`config.mk`:
```
export PLATFORM = sky130hd
export DESIGN_NAME = pcgim_top
export DESIGN_NICKNAME = d
export VERILOG_FILES = /design/src/common/pcgim_pkg.sv /design/src/core/pcgim_top.sv
export SDC_FILE = /design/constraint.sdc
export NUM_CORES = 1
export LEC_CHECK = 0
export BUFFER_PORTS_ARGS = -buffer_cell sky130_fd_sc_hd__buf_4
export CAP_MARGIN = 20
export CELL_PAD_IN_SITES_DETAIL_PLACEMENT = 0
export CELL_PAD_IN_SITES_GLOBAL_PLACEMENT = 1
export CORE_MARGIN = 8
export CORE_UTILIZATION = 27
export DETAILED_ROUTE_END_ITERATION = 6
export HOLD_SLACK_MARGIN = 0.03
export PLACE_DENSITY_LB_ADDON = 0.1
export SETUP_SLACK_MARGIN = 0.4
export SYNTH_ARGS = -nofsm -noshare
export SYNTH_HDL_FRONTEND = slang
export SYNTH_SLANG_ARGS = --single-unit
```
`constraint.sdc`:
```
create_clock -name hclk -period 1.7 [get_ports hclk]
set_input_delay 0.255 -clock hclk [delete_from_list [all_inputs] [get_ports hclk]]
set_output_delay 0.255 -clock hclk [all_outputs]
set_load 0.005 [all_outputs]
```
`src/common/pcgim_pkg.sv`:
```
// shared constants and types for the pll clock generator control block
package pcgim_pkg;
    // ************************************************************
    // register byte offsets
    // ************************************************************
    localparam logic [7:0] OFF_CTRL   = 8'h00; // pll_control_reg
    localparam logic [7:0] OFF_BW     = 8'h04; // pll_bandwidth_control_reg
    localparam logic [7:0] OFF_CFG2   = 8'h08; // config_reg_two
    localparam logic [7:0] OFF_BRK    = 8'h0c; // break_flag_control_reg
    localparam logic [7:0] OFF_IRQ_ST = 8'h10; // interrupt status
    localparam logic [7:0] OFF_IRQ_EN = 8'h14; // interrupt enable
    localparam logic [7:0] OFF_IRQ_CL = 8'h18; // interrupt clear
    localparam logic [7:0] OFF_STAT   = 8'h1c; // live status

    // ************************************************************
    // field positions
    // ************************************************************
    localparam int CTRL_IE    = 0; // pll_irq_enable
    localparam int CTRL_FLAG  = 1; // pll_irq_flag (read, write 0 clears)
    localparam int CTRL_BCS   = 2; // base_clock_select
    localparam int CTRL_PON   = 3; // pll_power_on
    localparam int BW_AUTO    = 0; // automatic bandwidth select
    localparam int BW_LOCK    = 1; // lock indicator (read only)
    localparam int CFG_OSCSTP = 0; // osc_run_in_stop
    localparam int BRK_BREAK_CLEAR_ENABLE   = 0; // break_clear_enable
    localparam int EV_LOCKCHG = 0; // lock change event
    localparam int EV_STOP    = 1; // stop entry event
    localparam int ST_STOP    = 0; // stop mode active
    localparam int ST_WAIT    = 1; // wait mode active
    localparam int ST_BCS     = 2; // pll clock engaged
    localparam int NEV        = 2;

    // ************************************************************
    // reset values and misc
    // ************************************************************
    localparam logic       RST_PON  = 1'b1;
    localparam logic [1:0] HTR_NSEQ = 2'h2;
    localparam logic [1:0] HTR_SEQ  = 2'h3;

    // clock enables toward the analog/gating cells
    typedef struct packed {
        logic osc_en;
        logic pll_en;
        logic bus_sel_vco;
        logic bus_clk_en;
        logic osc_clk_en;
    } pcgim_clk_ctl_t;
endpackage

```
`src/core/pcgim_top.sv`:
```
// pll clock generator control with lock interrupt, low-power and break logic
// How it works
// [RULE1] with auto set, every lock edge raises a pll interrupt request
// [RULE2] request reaches the cpu only while pll_irq_enable is set
// [RULE3] flag sets on lock edges whether or not interrupts are enabled
// [RULE4] auto clear blocks pll interrupts and flag reads as zero
// [RULE5] software reads lock after an interrupt to learn its direction
// [RULE6] base_clock_select picks vco/2 as bus clock, even unlocked
// [RULE7] software should see lock before setting base_clock_select
// [RULE8] wait leaves oscillator, pll and clock selection unchanged
// [RULE9] clearing base_clock_select disengages pll, clearing power stops it
// [RULE10] powered but disengaged pll keeps running and may wake from wait
// [RULE11] stop with osc_run_in_stop clear kills osc, pll, outputs low
// [RULE12] stop with osc_run_in_stop set stops pll, oscillator keeps running
// [RULE13] break_clear_enable set lets break-state writes clear the flag
// [RULE14] a flag cleared during break stays cleared after break
// [RULE15] break_clear_enable clear: break accesses leave the flag untouched
// [RULE16] lock is synchronised before edge detection, one set per edge
//
// register map, one aligned word each
//   control      : irq enable, irq flag, base clock select, pll power
//   bandwidth    : automatic select, lock indicator (read only)
//   config two   : oscillator kept running in stop
//   break control: break clear enable
//   irq status   : lock change, stop entry (sticky, read only)
//   irq enable   : same layout as status
//   irq clear    : write one to clear a status bit
//   live status  : stop, wait, pll clock engaged
//
// hazards
//   the pll flag is written through the control word: a zero in its
//   bit clears it, so software must write a one there to keep it
//   a lock edge in the same cycle as a clear wins and keeps the flag
//
// Added by the designer: register access over AHB-Lite and the placing of the registers.
`timescale 1ns/1ps
module pcgim_top (
    input  wire logic                     hclk,
    input  wire logic                     hresetn,
    input  wire logic                     hsel,
    input  wire logic [31:0]              haddr,
    input  wire logic [1:0]               htrans,
    input  wire logic                     hwrite,
    input  wire logic [2:0]               hsize,
    input  wire logic [31:0]              hwdata,
    input  wire logic                     hready,
    output logic      [31:0]              hrdata,
    output logic                          hreadyout,
    output logic                          hresp,
    input  wire logic                     pll_lock_in,
    input  wire logic                     break_state,
    input  wire logic                     stop_req,
    input  wire logic                     wait_req,
    input  wire logic                     wake_req,
    output pcgim_pkg::pcgim_clk_ctl_t     clk_ctl,
    output logic                          clockgen_irq_out,
    output logic                          pll_wake_out,
    output logic                          irq_out
);
    // ************************************************************
    // state
    // ************************************************************
    // software-visible control bits
    logic                      ie_q;
    logic                      flag_q;
    logic                      bcs_q;
    logic                      pon_q;
    logic                      auto_q;
    logic                      oscstp_q;
    logic                      break_clear_enable_q;
    // low-power mode tracking
    logic                      stop_q;
    logic                      wait_q;
    logic                      stop_p_q;
    // synchroniser stages
    logic                      lock_m_q;
    logic                      lock_s_q;
    logic                      lock_d_q;
    logic                      brk_m_q;
    logic                      brk_q;
    logic                      stop_m_q;
    logic                      stop_s_q;
    logic                      wait_m_q;
    logic                      wait_s_q;
    logic                      wake_m_q;
    logic                      wake_s_q;
    // sticky event status and its enables
    logic [pcgim_pkg::NEV-1:0] ev_st_q;
    logic [pcgim_pkg::NEV-1:0] ev_en_q;
    logic [pcgim_pkg::NEV-1:0] ev_set;
    logic [pcgim_pkg::NEV-1:0] ev_clr;
    // bus bookkeeping
    logic                      acc;
    logic                      ap_wr_q;
    logic                      ap_rd_q;
    logic [7:0]                ap_addr_q;
    logic [7:0]                rd_addr;
    logic [31:0]               rdata_d;
    // single-cycle strobes, plus the level gate brk_ok for break-time clears
    logic                      lock_edge;
    logic                      stop_edge;
    logic                      flag_clr;
    logic                      brk_ok;

    // ************************************************************
    // input synchronisers
    // ************************************************************
    // two flops per outside signal; only the second flop is read
    // the lock pin is asynchronous to hclk, so sampling it raw could
    // set the flag twice on one edge
    always_ff @(posedge hclk or negedge hresetn) begin
        if (!hresetn) begin
            lock_m_q <= 1'b0;
            lock_s_q <= 1'b0;
            brk_m_q  <= 1'b0;
            brk_q    <= 1'b0;
            stop_m_q <= 1'b0;
            stop_s_q <= 1'b0;
            wait_m_q <= 1'b0;
            wait_s_q <= 1'b0;
            wake_m_q <= 1'b0;
            wake_s_q <= 1'b0;
        end else begin
            lock_m_q <= pll_lock_in; // [RULE16]
            lock_s_q <= lock_m_q;    // [RULE16]
            brk_m_q  <= break_state;
            brk_q    <= brk_m_q;
            stop_m_q <= stop_req;
            stop_s_q <= stop_m_q;
            wait_m_q <= wait_req;
            wait_s_q <= wait_m_q;
            wake_m_q <= wake_req;
            wake_s_q <= wake_m_q;
        end
    end

    // ************************************************************
    // bus address phase capture
    // ************************************************************
    assign acc = hsel && hready &&
                 (htrans == pcgim_pkg::HTR_NSEQ ||
                  htrans == pcgim_pkg::HTR_SEQ);

    always_ff @(posedge hclk or negedge hresetn) begin
        if (!hresetn) begin
            ap_wr_q   <= 1'b0;
            ap_rd_q   <= 1'b0;
            ap_addr_q <= 8'h00;
        end else begin
            ap_wr_q   <= acc && hwrite;
            ap_rd_q   <= acc && !hwrite;
            ap_addr_q <= haddr[7:0];
        end
    end

    // ************************************************************
    // control registers
    // ************************************************************
    // writes land in the data phase; zero wait states
    // the flag bit of the control word is handled by the flag process
    always_ff @(posedge hclk or negedge hresetn) begin
        if (!hresetn) begin
            ie_q     <= 1'b0;
            bcs_q    <= 1'b0;
            pon_q    <= pcgim_pkg::RST_PON;
            auto_q   <= 1'b0;
            oscstp_q <= 1'b0;
            break_clear_enable_q   <= 1'b0;
            ev_en_q  <= '0;
        end else if (ap_wr_q) begin
            unique case (ap_addr_q)
                pcgim_pkg::OFF_CTRL: begin
                    ie_q  <= hwdata[pcgim_pkg::CTRL_IE];
                    // selection accepted with or without lock
                    bcs_q <= hwdata[pcgim_pkg::CTRL_BCS]; // [RULE6] [RULE9]
                    pon_q <= hwdata[pcgim_pkg::CTRL_PON]; // [RULE9]
                end
                pcgim_pkg::OFF_BW:
                    auto_q <= hwdata[pcgim_pkg::BW_AUTO];
                pcgim_pkg::OFF_CFG2:
                    oscstp_q <= hwdata[pcgim_pkg::CFG_OSCSTP];
                pcgim_pkg::OFF_BRK:
                    break_clear_enable_q <= hwdata[pcgim_pkg::BRK_BREAK_CLEAR_ENABLE];
                pcgim_pkg::OFF_IRQ_EN:
                    ev_en_q <= hwdata[pcgim_pkg::NEV-1:0];
                default: ;
            endcase
        end
    end

    // ************************************************************
    // low-power mode tracking
    // ************************************************************
    // wait only recorded; it touches no clock control
    always_ff @(posedge hclk or negedge hresetn) begin
        if (!hresetn) begin
            stop_q   <= 1'b0;
            wait_q   <= 1'b0;
            stop_p_q <= 1'b0;
        end else begin
            stop_q   <= stop_s_q;
            wait_q   <= wait_s_q && !wake_s_q; // [RULE8]
            stop_p_q <= stop_q;
        end
    end
    assign stop_edge = stop_q && !stop_p_q;

    // ************************************************************
    // lock edge and pll flag
    // ************************************************************
    // delayed copy of the synchronised lock; one edge gives one pulse,
    // in either direction, and only while automatic bandwidth is on
    always_ff @(posedge hclk or negedge hresetn) begin
        if (!hresetn) lock_d_q <= 1'b0;
        else          lock_d_q <= lock_s_q;
    end
    assign lock_edge = auto_q && (lock_s_q ^ lock_d_q); // [RULE1] [RULE16]
    assign brk_ok    = !brk_q || break_clear_enable_q; // [RULE13] [RULE15]
    assign flag_clr  = ap_wr_q && ap_addr_q == pcgim_pkg::OFF_CTRL &&
                       !hwdata[pcgim_pkg::CTRL_FLAG] && brk_ok;

    // set wins over clear; flag held at zero while auto is off
    // a clear during break lands only when break clear is enabled, and
    // nothing sets the flag back on leaving break, so it stays cleared
    always_ff @(posedge hclk or negedge hresetn) begin
        if (!hresetn)       flag_q <= 1'b0;
        else if (!auto_q)   flag_q <= 1'b0;          // [RULE4]
        else if (lock_edge) flag_q <= 1'b1;          // [RULE3]
        else if (flag_clr)  flag_q <= 1'b0;          // [RULE14]
    end

    // ************************************************************
    // sticky interrupt status
    // ************************************************************
    assign ev_set = {stop_edge, lock_edge};
    assign ev_clr = (ap_wr_q && ap_addr_q == pcgim_pkg::OFF_IRQ_CL)
                    ? hwdata[pcgim_pkg::NEV-1:0] : '0;

    always_ff @(posedge hclk or negedge hresetn) begin
        if (!hresetn) ev_st_q <= '0;
        else          ev_st_q <= (ev_st_q & ~ev_clr) | ev_set;
    end

    // ************************************************************
    // outputs
    // ************************************************************
    // stop gating: pll always off; oscillator kept only if configured
    always_ff @(posedge hclk or negedge hresetn) begin
        if (!hresetn) begin
            clk_ctl <= '0;
        end else begin
            clk_ctl.osc_en      <= !stop_q || oscstp_q;   // [RULE11] [RULE12]
            clk_ctl.pll_en      <= pon_q && !stop_q;     // [RULE9] [RULE12]
            clk_ctl.bus_sel_vco <= bcs_q;                 // [RULE6]
            clk_ctl.bus_clk_en  <= !stop_q;               // [RULE11]
            clk_ctl.osc_clk_en  <= !stop_q;               // [RULE11]
        end
    end

    // pll interrupt toward the cpu; held low in stop
    always_ff @(posedge hclk or negedge hresetn) begin
        if (!hresetn) begin
            clockgen_irq_out <= 1'b0;
        end else begin
            // [RULE2] [RULE4] [RULE11]
            clockgen_irq_out <= flag_q && ie_q && auto_q && !stop_q;
        end
    end

    // pll may wake a waiting mcu, but never from stop where it is off
    always_ff @(posedge hclk or negedge hresetn) begin
        if (!hresetn) begin
            pll_wake_out <= 1'b0;
        end else begin
            pll_wake_out <= wait_q && pon_q && !stop_q &&
                            flag_q && ie_q; // [RULE10]
        end
    end

    // level interrupt from any enabled sticky status bit
    always_ff @(posedge hclk or negedge hresetn) begin
        if (!hresetn) begin
            irq_out <= 1'b0;
        end else begin
            irq_out <= |(ev_st_q & ev_en_q);
        end
    end

    // ************************************************************
    // read data
    // ************************************************************
    // read word is chosen from the address phase so that it can be
    // registered and stand on hrdata for the whole data phase
    assign rd_addr = haddr[7:0];

    always_comb begin
        rdata_d = 32'h0000_0000;
        unique case (rd_addr)
            pcgim_pkg::OFF_CTRL: begin
                rdata_d[pcgim_pkg::CTRL_IE]   = ie_q;
                rdata_d[pcgim_pkg::CTRL_FLAG] = flag_q && auto_q; // [RULE4]
                rdata_d[pcgim_pkg::CTRL_BCS]  = bcs_q;
                rdata_d[pcgim_pkg::CTRL_PON]  = pon_q;
            end
            pcgim_pkg::OFF_BW: begin
                rdata_d[pcgim_pkg::BW_AUTO] = auto_q;
                rdata_d[pcgim_pkg::BW_LOCK] = lock_s_q;
            end
            pcgim_pkg::OFF_CFG2:   rdata_d[pcgim_pkg::CFG_OSCSTP] = oscstp_q;
            pcgim_pkg::OFF_BRK:    rdata_d[pcgim_pkg::BRK_BREAK_CLEAR_ENABLE]   = break_clear_enable_q;
            pcgim_pkg::OFF_IRQ_ST: rdata_d[pcgim_pkg::NEV-1:0]    = ev_st_q;
            pcgim_pkg::OFF_IRQ_EN: rdata_d[pcgim_pkg::NEV-1:0]    = ev_en_q;
            pcgim_pkg::OFF_STAT: begin
                rdata_d[pcgim_pkg::ST_STOP] = stop_q;
                rdata_d[pcgim_pkg::ST_WAIT] = wait_q;
                rdata_d[pcgim_pkg::ST_BCS]  = bcs_q;
            end
            default: rdata_d = 32'h0000_0000;
        endcase
    end

    // reads return in the data phase cycle, registered at address phase
    // limitation: a read right behind a write to the same word sees the
    // value from before that write
    always_ff @(posedge hclk or negedge hresetn) begin
        if (!hresetn) begin
            hrdata <= 32'h0000_0000;
        end else begin
            hrdata <= (acc && !hwrite) ? rdata_d : 32'h0000_0000;
        end
    end

    // no wait states and no error response: every access is accepted
    always_ff @(posedge hclk or negedge hresetn) begin
        if (!hresetn) begin
            hreadyout <= 1'b1;
            hresp     <= 1'b0;
        end else begin
            hreadyout <= 1'b1;
            hresp     <= 1'b0;
        end
    end
    // data phase read strobe kept for a later stall hook
    logic unused_rd;
    assign unused_rd = ap_rd_q;
endmodule

```
Yosys cells after proc, flatten, opt, wreduce, memory -nomap -nowiden --
Cells that the tools add are included.
Storage, ports and cells: output and inout port bits 42, register bits after elaboration 45, logic and storage cells 99, bits of input ports 79
Operators by class: multiplexer cells 9, bitwise logic cells 5, equality and inequality tests 14, reduce and logical (&&, ||, !) cells 38
Operators with widths (number):
- 8-bit by 5-bit equality test with 1-bit output (second input constant) | 5
- 8-bit by 4-bit equality test with 1-bit output (second input constant) | 4
- 1-bit logical AND | 20
- 8-bit by 3-bit equality test with 1-bit output (second input constant) | 2
- 8-bit zero test | 2
- 2-bit AND reduction | 5
- 1-bit one-hot mux with 7 select lines | 1
- 1-bit zero test | 6
- 1-bit 2-to-1 mux | 5
- 1-bit one-hot mux with 5 select lines | 1
- 2-bit bitwise AND | 2
- 2-bit equality test (second input constant) | 2
- 4-bit 2-to-1 mux | 1
- 2-bit OR reduction | 2
- 1-bit logical OR | 3
- 3-bit by 1-bit != test with 1-bit output (second input constant) | 1
- 2-bit 2-to-1 mux | 1
- 2-bit inverter | 1
- 2-bit OR | 1
- 1-bit bitwise XOR | 1

Logic depth before layout (Yosys ltp) --
depth in word-level cells 7, mapped depth 5, gate-level depth less buffers 4

Least setup slack after synthesis --
OpenSTA, ideal clock, no wires.
path kind register to register, start point register ap_addr_q[5], end point register ev_en_q[0] in the netlist's numbering, data required time 1575 ps, setup slack -126 ps, setup time 125 ps, arrival 1701 ps, buffers on the path 0, clock period less this slack 1826 ps, cell stages (with the launch flop) 4, cells stage by stage dfrtp_1 or4b_4 or4_4 mux2_4
On the way: longest elaborated chain between the ends 2
RTL lines:
- from (decl) | RTL line pcgim_top.sv:96 | logic [7:0] ap_addr_q;
- from (signal assigned) | RTL line pcgim_top.sv:152 | ap_addr_q <= haddr[7:0];
- 8-bit by 5-bit equality test with 1-bit output | RTL line pcgim_top.sv:171 | unique case (ap_addr_q)
- 2-bit AND reduction (no source line)
- to (signal assigned) | RTL line pcgim_top.sv:185 | ev_en_q <= hwdata[pcgim_pkg::NEV-1:0];
- to (decl) | RTL line pcgim_top.sv:89 | logic [pcgim_pkg::NEV-1:0] ev_en_q;
Every way passes these cells. A chain may end at the register's enable or synchronous reset.

Final worst setup path --
Ends and elaborated chain as after synthesis.

==> flow_summary.json <==
{
  "outcome": "finished with violations",
  "violations": "negative setup slack",
  "fillerInstances": 668,
  "powerDensity_nw_per_um2": 886,
  "dp.cells": 266,
  "cts_tree": "yes",
  "relSlewSlack_pct": 63.0,
  "synth_top_area_cell": "dfrtp_1",
  "synthToLayoutAreaGrowth_pct": 28.4,
  "routedWlPerCell_um": 14.7,
  "hold_viol": 0,
  "viasPerCell": 4.15,
  "yosysUniqueCellTypes": 34,
  "ys_warn_count": 0,
  "netlist_area_sq_um": 1860,
  "h-tree-depth": 2,
  "setup_violations": 5,
  "dieHeight_um": 99.0,
  "synthTopCellsByCount": "dfrtp_1, buf_4, nand2_1",
  "async_flop_share_pct": 100,
  "path_class": "reg2reg",
  "place_ws_ps": -124,
  "die_area_sq_um": 9810,
  "core-area_sq_um": 6720,
  "r2r-start": "ap_addr_q[5]",
  "totalNegativeSetupSlack_ps": -387,
  "critical_path_arrival_ps": 2010,
  "timing.rr.end": "ev_en_q[0]",
  "gp_congestion": 0.734,
  "synth.avg_cell_area_sq_um": 12.4,
  "stdcell_count": 279,
  "clk_latency_ps": 300,
  "place_area_sq_um": 2140,
  "rr_worst_depth": 3,
  "ir_drop_v": 0.000413,
  "p_leak_nw": 1.14,
  "min_path_type": "in2reg",
  "hpwlAfterDp_mm": 3.07,
  "crit_fanout": 5,
  "synth_flop_cell": "dfrtp_1",
  "whs_endpoint": "lock_m_q",
  "setup_slack_ps": -126,
  "antennaDiodeCount": 0,
  "final_layout_size_suffix_gt1_share_pct": 37.7,
  "dr.pass1.iters": 4,
  "grt_pass1_vias": 1324,
  "yosysTopAreaCellShare_pct": 59.1,
  "layout.nets": 277,
  "crit_path_end_kind": "flip-flop",
  "core.rowCount": 30,
  "numPortBuffers": 34,
  "startpoint_type": "flip-flop",
  "ff2ff_setup_slack_ps": -130,
  "clock-root-buffer": "clkbuf_8",
  "required_ps": 1880,
  "hold_path_depth": 1,
  "fin_skew_ps": 13.9,
  "synth_seq_cells": 45,
  "multi_input_area_sq_um": 663,
  "cts_made_buffers": 5,
  "synth_area_leaders": "dfrtp_1, buf_4, mux2_2",
  "ant_nets": 0,
  "grt_first_pass_wirelength_mm": 6.53,
  "seqCellArea_sq_um": 1130,
  "grt_max_degree": 46,
  "fmax_mhz": 548,
  "start_util_pct": 27.7,
  "fin_crit_ps": 1830,
  "min_from": "pll_lock_in",
  "cts_buffer_depth": 2,
  "ys_seq_area_share_pct": 60.6,
  "yosysMostFrequentCell": "dfrtp_1",
  "antenna_found_initial": 0,
  "synth_edf_count": 0,
  "rsz0062_at_grt": "yes",
  "worst_slew_pin_slew_ps": 556,
  "drv_slew": 0,
  "cap_violations": 0,
  "post-route-period-util_pct": 107,
  "die_w_um": 99.0,
  "finalInstanceArea_sq_um": 2390,
  "grt_overflow": 0,
  "syn_inst": 150,
  "grt_usage_pct": 8.55,
  "drtIter0Drc": 22,
  "utilization_pct": 35.6,
  "clk_pin_slew_ps": 90,
  "wl_mm": 4.09,
  "route.detailed.drc": 0,
  "cts_sinks": 45,
  "ioPinCount": 121,
  "vias": 1159
}
==> through the flow <==
stage | hold slack, ps | total power [W]
detailed placement | 290 | 0.00132
floorplan | -40.6 | 0.00127
global route | 32.5 | 0.00223
global placement | 281 | 0.00132
CTS | 37.8 | 0.00214
finish | 53.7 | 0.00212
==> cell usage in the layout, fill, tap and decap left out, types with 2 or more instances in the layout <==
cell type  Yosys  routed
mux2_2         6       4
conb_1         2      30
mux2_4         2       4
dfrtp_1       44      44
nand2_1        7       7
mux2i_1        3       3
nor3b_1        2       2
inv_1          4       4
buf_6          0       4
nand3_1        3       3
and3_1         3       3
nor3_2         0       2
buf_4         31      42
nor2b_1        4       4
or4_4          1       3
clkbuf_8       0       5
or4b_4         1       2
nor4_4         0       2
a22o_1         2       2
nor4_1         4       2
nor2_1         5       5
nor3_1         5       2
o21ai_0        3       2
==> final cells by class <==
type                    count  share of cell area, %
repair buffers             47                   15.5
clock inverters             3                   1.94
multi-input cells          95                   27.7
clock buffers               5                   2.88
well taps                  80                   4.19
inverters                   4                  0.628
flip-flops and latches     45                   47.1
==> logic make-up after synthesis <==
kind of cell / synth area share, %
AO/OA/AOI/OAI: 3.90
multiplexers: 6.85
AND/OR/NAND/NOR: 13.9
XOR/XNOR: 0.471
flip-flops: 60.6
other: 0.403
buffers and inverters: 13.9
==> repair_timing <==
| item | 4_1_cts | 5_1_grt |
|---|---|---|
| hold buffers | 1 | 0 |
| pin swaps | 2 | 0 |
| hold endpoints to repair | 44 | 0 |
| cloned | 0 | 0 |
| setup endpoints to repair | 13 | 13 |
| setup buffers | 2 | 2 |
| resized for setup | 15 | 5 |
==> how the worst max path moves through the flow <==
stage | cells past startpoint | start | endpoint | slack (ps)
after floorplan | 3 | ap_addr_q[5] | ev_en_q[0] | -60
after global placement | 3 | ap_addr_q[5] | ev_en_q[1] | -110
after detailed placement | 5 | ap_addr_q[2] | ev_st_q[0] | -120
after CTS | 3 | ap_addr_q[5] | ev_en_q[0] | -130
after global routing | 3 | ap_addr_q[5] | ev_en_q[0] | -150
final | 3 | ap_addr_q[5] | ev_en_q[0] | -130
==> per-layer routing <==
| layer | wire [um] | global-route usage, % | vias up |
|---|---|---|---|
| li1 | - | - | 550 |
| met2 | 2170 | 15.3 | 30 |
| met3 | 208 | 2.75 | 9 |
| met1 | 1620 | 8.76 | 570 |
| met5 | 0 | 0 | - |
| met4 | 91 | 4.13 | 0 |
==> worst max-delay path: stages (launching register included) <==
cell and delay, ps:
dfrtp_1 360, or4b_4 570, or4_4 470, mux2_4 310
==> where the power goes <==
part           leakage [nW]  total [W]  switching, W  internal, W
registers             0.550    0.00114     0.0000247      0.00111
logic                 0.536   0.000175     0.0000926    0.0000829
clock network        0.0543   0.000805      0.000365     0.000440
==> sequential cells by signal (all words and copies together), names as in the netlist, 2 cells and up <==
signal / flops
ev_en_q: 2
hrdata: 4
ev_st_q: 2
ap_addr_q: 8
clk_ctl: 4
No activity file was read; power rests on OpenSTA's default activity.
